`config.mk`:
```
export PLATFORM = sky130hd
export DESIGN_NAME = ldf_laser_drive
export DESIGN_NICKNAME = d
export VERILOG_FILES = /design/src/ldf_pkg.sv /design/src/ldf_laser_drive.sv /design/src/ldf_selftest.sv
export SDC_FILE = /design/constraint.sdc
export NUM_CORES = 1
export LEC_CHECK = 0
export BUFFER_PORTS_ARGS = -buffer_cell sky130_fd_sc_hd__buf_2
export CAP_MARGIN = 20
export CORE_ASPECT_RATIO = 0.8
export CORE_MARGIN = 5
export CORE_UTILIZATION = 45
export DETAILED_ROUTE_END_ITERATION = 8
export PLACE_DENSITY = 0.73
export SYNTH_ARGS = -nofsm -noshare
export SYNTH_HDL_FRONTEND = slang
export SYNTH_SLANG_ARGS = --single-unit
```
`constraint.sdc`:
```
create_clock -name mclk -period 5.6 [get_ports mclk]
set_clock_uncertainty 0.1 [all_clocks]
set_input_delay 0.84 -clock mclk [delete_from_list [all_inputs] [get_ports mclk]]
set_output_delay 0.84 -clock mclk [all_outputs]
set_load 0.01 [all_outputs]
```
`src/ldf_pkg.sv`:
```
// Constants, register map and shared types of the emitter drive and fault supervision block.
// Assumes a single 25 MHz clock and a register port that the serial front end drives.
package ldf_pkg;

  localparam logic [7:0] LDF_EMITTER_CONTROL_ADDR  = 8'h20;
  localparam logic [7:0] LDF_FAULT_STATUS_ADDR     = 8'h21;
  localparam logic [7:0] LDF_EMITTER_CONTROL_RESET = 8'h01;
  localparam logic [2:0] LDF_MODE_CONTINUOUS       = 3'h2;

  localparam int LDF_CLK_PERIOD_NS      = 40;
  localparam int LDF_PULSE_PERIOD_NS    = 2000;
  localparam int LDF_PULSE_ON_NS        = 400;
  localparam int LDF_SELFTEST_PERIOD_NS = 1000000;
  localparam int LDF_SETTLE_NS          = 2000;

  // Longest times round down, least times round up.
  localparam int LDF_PULSE_PERIOD_CYCLES    = LDF_PULSE_PERIOD_NS / LDF_CLK_PERIOD_NS;
  localparam int LDF_PULSE_ON_CYCLES        = (LDF_PULSE_ON_NS + LDF_CLK_PERIOD_NS - 1) / LDF_CLK_PERIOD_NS;
  localparam int LDF_SELFTEST_PERIOD_CYCLES = LDF_SELFTEST_PERIOD_NS / LDF_CLK_PERIOD_NS;
  localparam int LDF_SETTLE_CYCLES          = (LDF_SETTLE_NS + LDF_CLK_PERIOD_NS - 1) / LDF_CLK_PERIOD_NS;

  localparam int LDF_CNT_W = 24;

  typedef struct packed {
    logic [3:0] spare;
    logic [2:0] drive_mode;
    logic       forced_off;
  } ldf_ctrl_t;

  typedef struct packed {
    logic selftest_busy;
    logic selftest_fail;
    logic leak_fault;
    logic fault_latched;
  } ldf_status_t;

  typedef enum logic [2:0] {
    LDF_ST_WAIT    = 3'b001,
    LDF_ST_SINK    = 3'b010,
    LDF_ST_RECOVER = 3'b100
  } ldf_test_state_t;

endpackage : ldf_pkg

```
`src/ldf_laser_drive.sv`:
```
// Emitter drive control with forced-off default, pulsed and continuous drive and single-fault supervision.
// Assumes a serial front end presents decoded register reads and writes on mclk.
`timescale 1ns/1ps
`default_nettype none
module ldf_laser_drive #(
  parameter int SELFTEST_CYCLES = ldf_pkg::LDF_SELFTEST_PERIOD_CYCLES,
  parameter int PULSE_PERIOD    = ldf_pkg::LDF_PULSE_PERIOD_CYCLES,
  parameter int PULSE_ON        = ldf_pkg::LDF_PULSE_ON_CYCLES
) (
  input  wire logic       mclk,                      // System clock, 25 MHz.
  input  wire logic       nrst,                      // Asynchronous reset, active low.
  input  wire logic [7:0] reg_addr,                  // Register address.
  input  wire logic       reg_wr,                    // Write strobe, one cycle.
  input  wire logic [7:0] reg_wdata,                 // Write data.
  input  wire logic       reg_rd,                    // Read strobe, one cycle.
  output logic [7:0]      reg_rdata,                 // Read data, valid the cycle after reg_rd.
  input  wire logic       cathode_leak_in,           // Comparator: cathode node pulled low, async.
  output logic            emitter_drive_on,          // Current source enable at the current node.
  output logic            emitter_switch_low_active, // Active-low enable of the external switch.
  output logic            cathode_test_sink,         // Internal path to ground for self-test.
  output ldf_pkg::ldf_status_t fault_status          // Fault and self-test state.
);
  import ldf_pkg::*;

  localparam logic [LDF_CNT_W-1:0] PULSE_LAST = LDF_CNT_W'(PULSE_PERIOD - 1);
  localparam logic [LDF_CNT_W-1:0] PULSE_HIGH = LDF_CNT_W'(PULSE_ON);

  ldf_ctrl_t            ctrl_reg;
  ldf_status_t          status_reg;
  logic [7:0]           rdata_reg;
  logic                 leak_meta_reg;
  logic                 leak_sync_reg;
  logic [LDF_CNT_W-1:0] pulse_cnt_reg;
  logic                 drive_reg;
  logic                 switch_open_reg;
  logic                 drive_next;
  logic                 switch_open_next;
  logic                 test_active;
  logic                 test_sink;
  logic                 test_fail;
  logic                 leak_event;
  logic                 fault_now;
  logic                 pulse_phase;

  // Two-stage synchroniser for the analog comparator.
  always_ff @(posedge mclk or negedge nrst) begin
    if (!nrst) begin
      leak_meta_reg <= 1'b0;
      leak_sync_reg <= 1'b0;
    end else begin
      leak_meta_reg <= cathode_leak_in;
      leak_sync_reg <= leak_meta_reg;
    end
  end

  ldf_selftest #(
    .INTERVAL_CYCLES (SELFTEST_CYCLES),
    .SETTLE_CYCLES   (LDF_SETTLE_CYCLES)
  ) u_selftest (
    .mclk        (mclk),
    .nrst        (nrst),
    .leak_seen   (leak_sync_reg),
    .test_active (test_active),
    .test_sink   (test_sink),
    .test_fail   (test_fail)
  );

  // A low cathode only counts as a leak outside the self-test, where it is expected.
  assign leak_event = leak_sync_reg && !test_active;
  assign fault_now  = status_reg.fault_latched || leak_event || test_fail;

  // Control register; forced-off is set from reset.
  always_ff @(posedge mclk or negedge nrst) begin
    if (!nrst) begin
      ctrl_reg <= ldf_ctrl_t'(LDF_EMITTER_CONTROL_RESET);
    end else if (reg_wr && reg_addr == LDF_EMITTER_CONTROL_ADDR) begin
      ctrl_reg <= ldf_ctrl_t'(reg_wdata);
    end
  end

  // Fault flags are sticky until reset; nothing but reset clears them.
  always_ff @(posedge mclk or negedge nrst) begin
    if (!nrst) begin
      status_reg <= '0;
    end else begin
      status_reg.selftest_busy <= test_active;
      if (leak_event) begin
        status_reg.leak_fault <= 1'b1;
      end
      if (test_fail) begin
        status_reg.selftest_fail <= 1'b1;
      end
      if (leak_event || test_fail) begin
        status_reg.fault_latched <= 1'b1;
      end
    end
  end

  // Free-running pulse timer for normal drive.
  always_ff @(posedge mclk or negedge nrst) begin
    if (!nrst) begin
      pulse_cnt_reg <= '0;
    end else if (pulse_cnt_reg == PULSE_LAST) begin
      pulse_cnt_reg <= '0;
    end else begin
      pulse_cnt_reg <= pulse_cnt_reg + 1'b1;
    end
  end

  assign pulse_phase = (pulse_cnt_reg < PULSE_HIGH);

  always_comb begin
    drive_next = 1'b0;
    if (!fault_now && !ctrl_reg.forced_off && !test_active) begin
      if (ctrl_reg.drive_mode == LDF_MODE_CONTINUOUS) begin
        drive_next = 1'b1;
      end else begin
        drive_next = pulse_phase;
      end
    end
    // The switch opens for any fault and for the duration of each self-test.
    switch_open_next = fault_now || test_active;
  end

  always_ff @(posedge mclk or negedge nrst) begin
    if (!nrst) begin
      drive_reg       <= 1'b0;
      switch_open_reg <= 1'b0;
    end else begin
      drive_reg       <= drive_next;
      switch_open_reg <= switch_open_next;
    end
  end

  // Read port; unmapped addresses read as zero.
  always_ff @(posedge mclk or negedge nrst) begin
    if (!nrst) begin
      rdata_reg <= 8'h00;
    end else if (reg_rd) begin
      unique case (reg_addr)
        LDF_EMITTER_CONTROL_ADDR: rdata_reg <= ctrl_reg;
        LDF_FAULT_STATUS_ADDR:    rdata_reg <= {4'h0, status_reg};
        default:                  rdata_reg <= 8'h00;
      endcase
    end
  end

  assign reg_rdata                 = rdata_reg;
  assign emitter_drive_on          = drive_reg;
  assign emitter_switch_low_active = switch_open_reg;
  assign cathode_test_sink         = test_sink;
  assign fault_status              = status_reg;

endmodule : ldf_laser_drive
`default_nettype wire

```
`src/ldf_selftest.sv`:
```
// Periodic self-test sequencer of the cathode fault detector.
// Assumes leak_seen is already synchronised to mclk.
`timescale 1ns/1ps
`default_nettype none
module ldf_selftest #(
  parameter int INTERVAL_CYCLES = ldf_pkg::LDF_SELFTEST_PERIOD_CYCLES,
  parameter int SETTLE_CYCLES   = ldf_pkg::LDF_SETTLE_CYCLES
) (
  input  wire logic mclk,        // System clock.
  input  wire logic nrst,        // Asynchronous reset, active low.
  input  wire logic leak_seen,   // Synchronised cathode-low indication.
  output logic      test_active, // High while a self-test holds the emitter off.
  output logic      test_sink,   // Enables the internal path to ground.
  output logic      test_fail    // One-cycle pulse when the cathode did not fall.
);
  import ldf_pkg::*;

  localparam logic [LDF_CNT_W-1:0] INTERVAL_LAST = LDF_CNT_W'(INTERVAL_CYCLES - 1);
  localparam logic [LDF_CNT_W-1:0] SETTLE_LAST   = LDF_CNT_W'(SETTLE_CYCLES - 1);

  ldf_test_state_t        state_reg;
  logic [LDF_CNT_W-1:0]   cnt_reg;
  logic                   fail_reg;

  always_ff @(posedge mclk or negedge nrst) begin
    if (!nrst) begin
      state_reg <= LDF_ST_WAIT;
      cnt_reg   <= '0;
      fail_reg  <= 1'b0;
    end else begin
      fail_reg <= 1'b0;
      unique case (state_reg)
        LDF_ST_WAIT: begin
          if (cnt_reg == INTERVAL_LAST) begin
            state_reg <= LDF_ST_SINK;
            cnt_reg   <= '0;
          end else begin
            cnt_reg <= cnt_reg + 1'b1;
          end
        end
        LDF_ST_SINK: begin
          if (cnt_reg == SETTLE_LAST) begin
            fail_reg  <= !leak_seen;
            state_reg <= LDF_ST_RECOVER;
            cnt_reg   <= '0;
          end else begin
            cnt_reg <= cnt_reg + 1'b1;
          end
        end
        LDF_ST_RECOVER: begin
          // The detector needs time to clear before leaks count as faults again.
          if (cnt_reg == SETTLE_LAST) begin
            state_reg <= LDF_ST_WAIT;
            cnt_reg   <= '0;
          end else begin
            cnt_reg <= cnt_reg + 1'b1;
          end
        end
        default: begin
          state_reg <= LDF_ST_WAIT;
          cnt_reg   <= '0;
        end
      endcase
    end
  end

  assign test_active = (state_reg != LDF_ST_WAIT);
  assign test_sink   = (state_reg == LDF_ST_SINK);
  assign test_fail   = fail_reg;

endmodule : ldf_selftest
`default_nettype wire

```
# After elaboration in Yosys (flattened, before gate mapping)
# Index checks and enable logic that the tools add are counted.
# word_totals
ff_bits	76
output_inout_bits	15
elab_cells	59
# op_classes
add_sub_neg	2
magnitude_cmp	1
n_eq_ne	13
mux	13
reduce_logical	14
# op_table
op	n
$mux W24	3
$add A24 B1 Y24 const B	2
$eq A24 B6 Y1 const B	2
$pmux W24 S2	1
$eq A24 B15 Y1 const B	1
$lt A24 B4 Y1 const B	1
$eq A8 B6 Y1 const B	2
$pmux W8 S2	1
$mux W3	3
$pmux W3 S3	1
$eq A3 B2 Y1 const B	2
$ne A2 B1 Y1 const B	3
$logic_and A1 B1 Y1	4
$logic_not A1 Y1	4
$logic_or A1 B1 Y1	4
$mux W1	4
$eq A3 B1 Y1 const B	1
$eq A3 B3 Y1 const B	1
$ne A3 B1 Y1 const B	1
$reduce_and A3 Y1	1
$reduce_or A2 Y1	1

# Logic depth before layout (Yosys ltp)
# Gate-level depths: netlist of the first run.
# logic_depth
ltp_word	9
depth_mapped	7
depth_no_buf	6

# Cells and area by module
# From an unflattened synthesis of the first run, not the netlist that was laid out.
# unflattened
hier_cells	339
area_unflattened_um2	3577.2
# by_module_without_submodules
module	n_inst	cells_per_inst	area_per_inst_um2
ldf_laser_drive	1	181	2072.0
ldf_selftest	1	158	1505.2

# Worst setup path after synthesis of the first run
# OpenSTA, ideal clock, no wires.
# synth_path
path_type	in2reg
from	input reg_addr[4]
to	register ctrl_reg[1] (netlist bit)
setup_time_ns	0.125
arrival_ns	2.118
t_required_ns	5.375
setup_slack_ns	3.258
cell_stages	4
cell_sequence	or4b_4 > nor3_4 > nand2_4 > mux2_2
# synth_via
elab_chain_len	2
# synth_rtl
item	line_no	source
from (decl)	ldf_laser_drive.sv:12	input wire logic [7:0] reg_addr,
$eq A8 B6 Y1	ldf_laser_drive.sv:76	end else if (reg_wr && reg_addr == LDF_EMITTER_CONTROL_ADDR) begin
$logic_and A1 B1 Y1	ldf_laser_drive.sv:76	
to (signal assigned)	ldf_laser_drive.sv:75	ctrl_reg <= ldf_ctrl_t'(LDF_EMITTER_CONTROL_RESET);
to (signal assigned)	ldf_laser_drive.sv:77	ctrl_reg <= ldf_ctrl_t'(reg_wdata);
to (decl)	ldf_laser_drive.sv:28	ldf_ctrl_t ctrl_reg;
# No other way between the ends.
# A chain may end at the register's enable or synchronous reset.

# Worst setup path after layout of the first run
# layout_path
from	register u_selftest.cnt_reg[0]
to	register u_selftest.cnt_reg[16]
# layout_via
elab_chain_len	3
# layout_rtl
item	line_no	source
from (decl)	ldf_selftest.sv:22	logic [LDF_CNT_W-1:0] cnt_reg;
from (signal assigned)	ldf_selftest.sv:38	cnt_reg <= cnt_reg + 1'b1;
from (signal assigned)	ldf_selftest.sv:47	cnt_reg <= cnt_reg + 1'b1;
from (signal assigned)	ldf_selftest.sv:56	cnt_reg <= cnt_reg + 1'b1;
$add A24 B1 Y24 (tied with other cells)	ldf_selftest.sv:38, ldf_selftest.sv:47, ldf_selftest.sv:56	
$mux W24, on equally long branches	ldf_selftest.sv:42, ldf_selftest.sv:52, ldf_selftest.sv:34	
$pmux W24 S2 (*)	ldf_selftest.sv:32	unique case (state_reg)
# Mark *: on every way between the ends. The rest lies on a longest branch, timed or not.

==> results.sh, run 1 <==
export IMPL_start_util=0.4575
export IMPL_area_growth_pct=12.39
export IMPL_ctsRootBufferMaster="clkbuf_8"
export IMPL_via_per_inst=5.573
export IMPL_setup_viol_count_final=0
export IMPL_place_ws_ns=2.980
export IMPL_io_pins=36
export IMPL_syn_avg_cell_area_um2=10.77
export IMPL_setup_slack_ns=3.019
export IMPL_period_needed_ns=2.581
export IMPL_cp_end_kind="flip-flop"
export IMPL_dr_total_vias=2675
export IMPL_critPathKind="flip-flop to flip-flop"
export IMPL_rsz0062_at_grt="no"
export IMPL_hold_path_class="flip-flop to flip-flop"
export IMPL_cts_repair_resized=0
export IMPL_fin_cells=480
export IMPL_wl_per_cell_um=14.85
export IMPL_relSlewSlack=0.3216
export IMPL_placed_cells=465
export IMPL_antennaDiodeCount=0
export IMPL_drt_iter0_drc=132
export IMPL_tns_ns=0
export IMPL_grt_start_max_net_pins=77
export IMPL_clock_sinks=76
export IMPL_finalCoreUtilization=0.5142
export IMPL_port_buffer_count=35
export IMPL_holdWs_ns=0.2848
export IMPL_yosysUniqueCellTypes=41
export IMPL_power_density_mw_per_mm2=246.2
export IMPL_hpwl_mm=4.961
export IMPL_ys_seq_area_frac=0.5311
export IMPL_crit_required_ns=5.67
export IMPL_post_route_period_util=0.4608
export IMPL_drv_cap=0
export IMPL_cts_buffer_depth=2
export IMPL_slew_viol_final=0
export IMPL_cts_buffers=9
export IMPL_dpl_cell_area_mm2=0.003841
export IMPL_hold_viol=0
export IMPL_rows=29
export IMPL_h_tree_depth=3
export IMPL_drive_gt1_frac=0.1882
export IMPL_antenna_found_initial=0
export IMPL_coreArea_mm2=0.007838
export IMPL_finalPower_mw=0.9921
export IMPL_grt_overflow_total=0
export IMPL_cp_arrival_ns=2.65
export IMPL_ys_ff_latch=76
export IMPL_worst_skew_pair_late_latency_ns=0.35
export IMPL_layout_nets=393
export IMPL_detail_route_antenna_nets=0
export IMPL_post_cts_buffers=0
export IMPL_worst_setup_path_start_kind="flip-flop"
export IMPL_clk_pin_slew_worst_paths_ns=0.08
export IMPL_die_w_um=109.8
export IMPL_wl_met1_mm=3.426
export IMPL_worstMarginPinSlew_ns=1.018
export IMPL_met2_length_mm=3.234
export IMPL_wl_met3_um=316
export IMPL_leakagePower_nw=1.868
export IMPL_yosys_warnings=0
export IMPL_ir_drop_uv=140.3
export IMPL_timing_fmax_mhz=387.5
export IMPL_synthCells=333
export IMPL_top_layer="met4"
export IMPL_r2r_setup_slack_ns=3.02
export IMPL_outcome="finished clean"
export IMPL_critical_path_max_fanout=24
export IMPL_die_area_mm2=0.009865
export IMPL_synth_area_mm2=0.003586
export IMPL_drc=0
export IMPL_grt_pass1_vias=2569
export IMPL_wirelength_mm=7.126
export IMPL_drtPass1Iterations=4
export IMPL_cts_tree="yes"
export IMPL_dieHeight_um=89.85
export IMPL_syn_num_nets=358
export IMPL_place_congestion=0.8083
export IMPL_stdcell_area_mm2=0.004030
export IMPL_grt_usage=0.1539
export IMPL_hold_buffers=0
export IMPL_grt_pass1_wl_mm=12.16
==> metal layers <==
metal | up-vias | GRT usage
met5 | - | 0
met4 | 0 | 0.05815
met3 | 16 | 0.04441
met2 | 58 | 0.2263
met1 | 1305 | 0.2140
li1 | 1296 | -
==> Yosys cell counts <==
library cell | n | share of area
a211o_1 | 1 | 0.0024
o21ai_2 | 1 | 0.0024
dfstp_2 | 2 | 0.015
nor4b_1 | 1 | 0.0024
o22ai_2 | 1 | 0.0035
ha_1 | 4 | 0.014
nor4_1 | 8 | 0.014
nor3b_1 | 2 | 0.0042
nor3_4 | 1 | 0.0045
o21ai_0 | 15 | 0.021
a21o_1 | 1 | 0.0021
a211oi_1 | 1 | 0.0021
a22oi_1 | 16 | 0.033
or4b_4 | 1 | 0.0038
inv_1 | 12 | 0.013
nand4_1 | 12 | 0.021
nor2_1 | 18 | 0.019
nand4_4 | 1 | 0.0059
buf_2 | 4 | 0.0056
mux2_2 | 8 | 0.025
nand4_2 | 1 | 0.0035
or3_1 | 9 | 0.016
clkbuf_1 | 4 | 0.0042
xor2_1 | 14 | 0.034
o31ai_1 | 7 | 0.015
nor2b_1 | 2 | 0.0035
xnor2_1 | 18 | 0.044
dfrtp_1 | 74 | 0.52
nand2_4 | 1 | 0.0031
buf_4 | 3 | 0.0063
or4_1 | 7 | 0.015
and3_1 | 8 | 0.014
nand4b_1 | 1 | 0.0024
and4_1 | 6 | 0.015
nand2b_1 | 2 | 0.0035
a21oi_1 | 18 | 0.025
or2_2 | 1 | 0.0017
nand2_1 | 14 | 0.015
nor4_2 | 2 | 0.0070
nor3_1 | 6 | 0.0084
nand3_1 | 25 | 0.035
==> logic make-up after synthesis <==
family	share of synthesized area
buf+inv	0.02861
flops	0.5311
xor+xnor	0.07816
mux	0.02512
fa+ha+maj	0.01396
compound gates	0.1068
simple gates	0.2163
==> final cells by class <==
cell class	instances	area [um^2]
Clock inverter	6	65.06
Inverter	12	45.04
Sequential cell	76	1904
Clock buffer	9	123.9
Tap cell	108	135.1
Fill cell	745	3807
Timing Repair Buffer	35	177.7
Multi-Input combinational cell	234	1579
==> power breakdown <==
part	internal [mW]	switching (mW)
clock	0.204	0.202
sequential	0.554	0.00312
combinational	0.0103	0.0183
==> placed cells by master, fill, tap and decap left out, types with 4 or more instances in the layout <==
cell,netlist,layout
buf_2,4,34
nor3_1,6,6
clkbuf_8,0,9
o31ai_1,7,7
ha_1,4,4
mux2_2,8,8
or3_1,9,9
inv_1,12,12
nand2_1,14,14
or4_1,7,7
a21oi_1,18,18
nor4_1,8,8
dfrtp_1,74,74
nand4_1,12,12
and4_1,6,6
xor2_1,14,14
o21ai_0,15,15
and3_1,8,8
xnor2_1,18,18
nand3_1,25,25
a22oi_1,16,16
nor2_1,18,18
==> worst max-delay path: stages, from the launching register on <==
cell	delay (ns)
dfrtp_1	0.41
ha_1	0.22
nand4_1	0.10
or4_1	0.55
o21ai_2	0.79
a22oi_1	0.23
==> path summary, 6_finish.rpt <==
| check | from | end | depth (start not counted) |
|---|---|---|---|
| max in group asynchronous | nrst | u_selftest.cnt_reg[12] | 1 |
| max reg2reg | u_selftest.cnt_reg[0] | u_selftest.cnt_reg[16] | 5 |
| min in group asynchronous | nrst | pulse_cnt_reg[14] | 1 |
| max | u_selftest.cnt_reg[0] | u_selftest.cnt_reg[16] | 5 |
| min | leak_meta_reg | leak_sync_reg | 0 |
| min reg2reg | leak_meta_reg | leak_sync_reg | 0 |
Note: power is estimated with default switching activity, not from simulation.
==> run 2: changes to the inputs <==
PLACE_DENSITY = 0.75   (was 0.73)
clock period = 2.3 ns   (was 5.6 ns; I/O delays follow)
==> results.sh, run 2 (same netlist as run 1, synthesis figures left out) <==
export IMPL_crit_path_top_delay_cell="or4_1"
export IMPL_drive_gt1_frac=0.1974
export IMPL_min_from="reg_wdata[6]"
export IMPL_port_buffer_count=35
export IMPL_grt_pass1_wl_mm=11.70
export IMPL_met2_length_mm=3.183
export IMPL_critPathKind="flip-flop to flip-flop"
export IMPL_die_area_mm2=0.009865
export IMPL_seqPwrFrac=0.530
export IMPL_grt_pass1_vias=2455
export IMPL_stdcell_area_mm2=0.004163
export IMPL_final_common_cell="dfrtp_1"
export IMPL_internal_power_mw=2.024
export IMPL_layout_nets=400
export IMPL_worst_setup_path_start_kind="flip-flop"
export IMPL_outcome="finished clean"
export IMPL_h_tree_depth=3
export IMPL_slew_viol_final=0
export IMPL_post_route_period_util=0.9188
export IMPL_start_util=0.4575
export IMPL_rows=29
export IMPL_drtPass1Iterations=4
export IMPL_dpl_cell_area_mm2=0.003916
export IMPL_finalPower_mw=2.562
export IMPL_cp_end_kind="flip-flop"
export IMPL_worst_skew_pair_late_latency_ns=0.34
export IMPL_wl_met1_mm=3.325
export IMPL_dieHeight_um=89.85
export IMPL_hold_path_class="input port to flip-flop"
export IMPL_power_switching_mw=0.5377
export IMPL_crit_required_ns=2.45
export IMPL_timing_fmax_mhz=473.2
export IMPL_grt_start_max_net_pins=44
export IMPL_cts_buffers=9
export IMPL_worstRegToRegCells=5
export IMPL_rsz0062_at_grt="no"
export IMPL_hold_viol=0
export IMPL_wirelength_mm=6.870
export IMPL_cts_buffer_depth=2
export IMPL_drt_iter0_drc=140
export IMPL_ctsRootBufferMaster="clkbuf_8"
export IMPL_worstReg2RegStart="u_selftest.cnt_reg[0]"
export IMPL_cp_cell_sequence="ha_1 -> and3_1 -> nand4_1 -> or4_1 -> a22oi_1"
export IMPL_drv_cap=0
export IMPL_area_growth_pct=16.09
export IMPL_switching_share=0.2099
export IMPL_max_stage_delay_ns=0.49
export IMPL_power_frac_comb=0.030
export IMPL_hold_depth=2
export IMPL_leakagePower_nw=1.928
export IMPL_ir_drop_uv=351.4
export IMPL_critical_path_top_delay_family="simple AND/OR/NAND/NOR gates"
export IMPL_power_density_mw_per_mm2=615.5
export IMPL_place_congestion=0.8253
export IMPL_cp_buffers_inverters=0
export IMPL_setup_viol_count_final=0
export IMPL_io_pins=36
export IMPL_drc=0
export IMPL_final_cell_mix="74 x dfrtp_1, 34 x buf_2, 25 x nand3_1"
export IMPL_clk_pin_slew_worst_paths_ns=0.08
export IMPL_r2r_setup_slack_ns=0.19
export IMPL_fillers=700
export IMPL_antenna_found_initial=0
export IMPL_tns_ns=0
export IMPL_period_needed_ns=2.113
export IMPL_relSlewSlack=0.5940
export IMPL_critical_path_max_fanout=10
export IMPL_grt_overflow_total=0
export IMPL_post_cts_buffers=0
export IMPL_finalCoreUtilization=0.5311
export IMPL_holdPathEnd="ctrl_reg[6]"
export IMPL_wl_met3_um=345
export IMPL_antennaDiodeCount=0
export IMPL_cp_arrival_ns=2.27
export IMPL_coreArea_mm2=0.007838
export IMPL_grt_usage=0.1462
export IMPL_wl_per_cell_um=14.08
export IMPL_r2r_end="u_selftest.cnt_reg[18]"
export IMPL_worstMarginPinSlew_ns=0.6040
export IMPL_cts_tree="yes"
export IMPL_via_per_inst=5.455
export IMPL_die_w_um=109.8
export IMPL_hpwl_mm=4.884
export IMPL_power_share_clock=0.441
export IMPL_detail_route_antenna_nets=0
export IMPL_clock_sinks=76
export IMPL_dr_total_vias=2662
export IMPL_top_layer="met4"
-- run 2: changes by cell type in the layout (fill, tap and decap cells not counted), moves of 2 or more --
cell | before | now
clkinv_2 | 2 | 0
buf_12 | 0 | 3
dlygate4sd3_1 | 0 | 2
buf_4 | 1 | 3
-- run 2: repair_timing --
item,CTS,global route
hold endpoints to repair,41,0
hold buffers,2,0
resized for setup,0,0
-- run 2: worst reg2reg max path, stage by stage (launching register included) --
cell and delay [ns]:
dfrtp_1 0.42, ha_1 0.22, and3_1 0.31, nand4_1 0.32
or4_1 0.49, a22oi_1 0.17
-- run 2: how the worst max path moves through the flow --
stage	slack (ns)	end	start	cells past startpoint
floorplan	0.37	u_selftest.cnt_reg[18]	u_selftest.cnt_reg[0]	6
detailed placement	0.20	u_selftest.cnt_reg[18]	u_selftest.cnt_reg[0]	5
finish	0.19	u_selftest.cnt_reg[18]	u_selftest.cnt_reg[0]	5
global placement	0.29	u_selftest.cnt_reg[18]	u_selftest.cnt_reg[0]	5
global route	0.03	u_selftest.cnt_reg[18]	u_selftest.cnt_reg[0]	5
CTS	0.16	u_selftest.cnt_reg[18]	u_selftest.cnt_reg[0]	5
-- run 2: stage by stage --
step           worst slack [ns]  hold WS [ns]  std cells
2_1_floorplan            0.3696      -0.05059        333
3_3_place_gp             0.2943        0.2328        470
3_5_place_dp             0.1973        0.2395        470
4_1_cts                  0.1628        0.1117        488
5_1_grt                 0.02503        0.1104        488
6_report                 0.1868        0.1327        488
-- run 2: final cells by class --
| cell class | instances | area [um^2] | area share |
|---|---|---|---|
| Tap cell | 108 | 135.1 | 0.03246 |
| Sequential cell | 76 | 1904 | 0.4575 |
| Inverter | 12 | 45.04 | 0.01082 |
| Clock inverter | 5 | 85.08 | 0.02044 |
| Timing Repair Buffer | 42 | 272.8 | 0.06552 |
| Clock buffer | 11 | 141.4 | 0.03396 |
| Multi-Input combinational cell | 234 | 1579 | 0.3793 |
-- run 2: power groups by stage --
stage	logic (mW)	clock network, mW	registers [mW]
after floorplan	0.0178	0	1.38
after global placement	0.0743	0	1.38
after detailed placement	0.0762	0	1.38
after CTS	0.0791	1.16	1.36
after global routing	0.0886	1.22	1.36
final	0.0759	1.13	1.36
-- run 2: per-layer routing --
layer,global-route usage,vias up
li1,-,1307
met5,0,-
met3,0.04943,2
met4,0.02804,0
met2,0.2116,54
met1,0.2143,1299
==> run 3: changes to the inputs <==
SYNTH_HIERARCHICAL = 1   (was not set)
==> results.sh, run 3 <==
export IMPL_drt_iter0_drc=122
export IMPL_yosysUniqueCellTypes=44
export IMPL_dpl_cell_area_mm2=0.003909
export IMPL_hold_path_class="input port to flip-flop"
export IMPL_setup_viol_count_final=0
export IMPL_worstSetupEndpoint="u_selftest/cnt_reg[18]"
export IMPL_drtPass1Iterations=6
export IMPL_yosys_warnings=6
export IMPL_wirelength_mm=7.071
export IMPL_final_common_cell="dfrtp_1"
export IMPL_worstRegToRegCells=5
export IMPL_ys_ff_latch=76
export IMPL_h_tree_depth=3
export IMPL_worstMarginPinSlew_ns=0.5664
export IMPL_port_buffer_count=35
export IMPL_synth_edff_count=0
export IMPL_ctsRootBufferMaster="clkbuf_8"
export IMPL_slew_viol_final=0
export IMPL_worst_skew_pair_late_latency_ns=0.35
export IMPL_power_frac_comb=0.030
export IMPL_detail_route_antenna_nets=0
export IMPL_cp_arrival_ns=2.30
export IMPL_grt_use_met3=0.04728
export IMPL_clk_pin_slew_worst_paths_ns=0.09
export IMPL_grt_pass1_wl_mm=12.11
export IMPL_grt_pass1_vias=2611
export IMPL_grt_overflow_total=0
export IMPL_antennaDiodeCount=0
export IMPL_area_growth_pct=15.49
export IMPL_synth_area_top_cells="dfrtp_1 52%, xnor2_1 5.9%, nand3_1 3.5%"
export IMPL_dr_total_vias=2706
export IMPL_synthFlopType="dfrtp_1"
export IMPL_period_needed_ns=2.134
export IMPL_met2_usage=0.2205
export IMPL_cp_cell_sequence="ha_2 -> nand4_1 -> or4_4 -> or3_1 -> a22oi_1"
export IMPL_finalCoreUtilization=0.5271
export IMPL_synth_top_area_share=0.5177
export IMPL_cp_startpoint="u_selftest/cnt_reg[0]"
export IMPL_critical_path_max_fanout=6
export IMPL_start_util=0.4564
export IMPL_power_share_clock=0.413
export IMPL_busiest_layer="met2"
export IMPL_synth_area_mm2=0.003577
export IMPL_cts_buffer_depth=2
export IMPL_power_density_mw_per_mm2=586.2
export IMPL_post_route_period_util=0.9280
export IMPL_seqPwrFrac=0.557
export IMPL_die_w_um=109.7
export IMPL_clock_sinks=76
export IMPL_via_per_inst=5.456
export IMPL_dieHeight_um=89.75
export IMPL_relSlewSlack=0.6193
export IMPL_grt_start_max_net_pins=43
export IMPL_r2r_end="u_selftest/cnt_reg[18]"
export IMPL_place_ws_ns=0.1213
export IMPL_layout_nets=408
export IMPL_internal_power_mw=1.878
export IMPL_syn_avg_cell_area_um2=10.55
export IMPL_rows=29
export IMPL_hold_viol=0
export IMPL_yosysTopAreaCell="dfrtp_1"
export IMPL_cp_end_kind="flip-flop"
export IMPL_synth_common_cells="74 x dfrtp_1, 25 x nand3_1, 24 x xnor2_1"
export IMPL_drive_gt1_frac=0.2036
export IMPL_drv_cap=0
export IMPL_rsz0062_at_grt="no"
export IMPL_power_switching_mw=0.5444
export IMPL_grt_usage=0.1524
export IMPL_synth_most_common_cell="dfrtp_1"
export IMPL_drc=0
export IMPL_met1_usage=0.2159
export IMPL_switching_share=0.2248
export IMPL_io_pins=36
export IMPL_worst_setup_path_start_kind="flip-flop"
export IMPL_place_congestion=0.8586
export IMPL_stdcell_area_mm2=0.004131
export IMPL_ys_seq_area_frac=0.5324
export IMPL_syn_num_nets=364
export IMPL_crit_required_ns=2.47
export IMPL_crit_path_top_delay_cell="or4_4"
export IMPL_max_stage_delay_ns=0.61
export IMPL_hpwl_mm=4.871
export IMPL_synthCells=339
export IMPL_critPathKind="flip-flop to flip-flop"
export IMPL_wl_per_cell_um=14.26
export IMPL_setup_slack_ns=0.1656
export IMPL_timing_fmax_mhz=468.5
export IMPL_die_area_mm2=0.009843
export IMPL_ir_drop_uv=374.6
export IMPL_antenna_found_initial=0
export IMPL_r2r_setup_slack_ns=0.17
export IMPL_leakagePower_nw=1.851
export IMPL_final_cell_mix="74 x dfrtp_1, 34 x buf_2, 25 x nand3_1"
export IMPL_cts_buffers=9
export IMPL_tns_ns=0
export IMPL_coreArea_mm2=0.007838
export IMPL_outcome="finished clean"
export IMPL_fillers=703
export IMPL_cts_tree="yes"
export IMPL_worstReg2RegStart="u_selftest/cnt_reg[0]"
export IMPL_synth_async_sr_flop_share=1.000
-- run 3: timing repair --
action | 4_1_cts | 5_1_grt
hold buffers | 2 | 0
gates resized for setup | 0 | 1
buffers inserted | 0 | 1
setup endpoints to repair | 0 | 2
hold endpoints to repair | 42 | 0
-- run 3: cells by family (layout without fill, tap and decap cells) --
group | count (synthesis) | count (layout) | share of synthesized area
mux | 12 | 12 | 0.03638
xor+xnor | 36 | 36 | 0.08814
buf+inv | 28 | 77 | 0.03323
compound gates | 51 | 51 | 0.08464
flops | 76 | 76 | 0.5324
fa+ha+maj | 4 | 4 | 0.01399
simple gates | 132 | 132 | 0.2113
-- run 3: worst min path at each step --
stage | endpoint | startpoint | cells past startpoint | slack, ns
global placement | emitter_drive_on | nrst | 1 | 0.26
global route | ctrl_reg[7] | reg_wdata[7] | 2 | 0.11
detailed placement | pulse_cnt_reg[20] | nrst | 1 | 0.27
floorplan | ctrl_reg[1] | nrst | 0 | -0.05
CTS | ctrl_reg[7] | reg_wdata[7] | 2 | 0.11
finish | ctrl_reg[7] | reg_wdata[7] | 2 | 0.13
-- run 3: per-layer routing --
layer	vias to the layer above	share of wire
met3	10	0.065
met1	1319	0.47
li1	1302	-
met5	-	0
met2	75	0.45
met4	0	0.014
-- run 3: power groups by stage --
stage	Sequential, mW	Clock, mW	Combinational (mW)
2_1_floorplan	1.37	0	0.0195
3_3_place_gp	1.38	0	0.0701
3_5_place_dp	1.38	0	0.0714
4_1_cts	1.35	1.02	0.0746
5_1_grt	1.35	1.09	0.0827
6_report	1.35	1.00	0.0718
-- run 3: per-stage QoR --
step	instances	total power, mW	hold WS (ns)
floorplan	339	1.394	-0.05059
global placement	477	1.446	0.2646
detailed placement	477	1.448	0.2670
CTS	495	2.448	0.1147
global route	496	2.524	0.1081
finish	496	2.422	0.1271
-- run 3: layout make-up --
cell class,count,area [um^2],area share
Timing Repair Buffer,45,282.8,0.06844
Clock inverter,6,65.06,0.01575
Tap cell,108,135.1,0.03271
Sequential cell,76,1904,0.4609
Clock buffer,10,127.6,0.03089
Inverter,16,60.06,0.01454
Multi-Input combinational cell,235,1556,0.3767
-- run 3: critical path: cells and delay by family, from the launching register on --
family	cells	cell delay [ns]
simple gates	3	1.15
fa+ha+maj	1	0.24
compound gates	1	0.15
flops	1	0.41
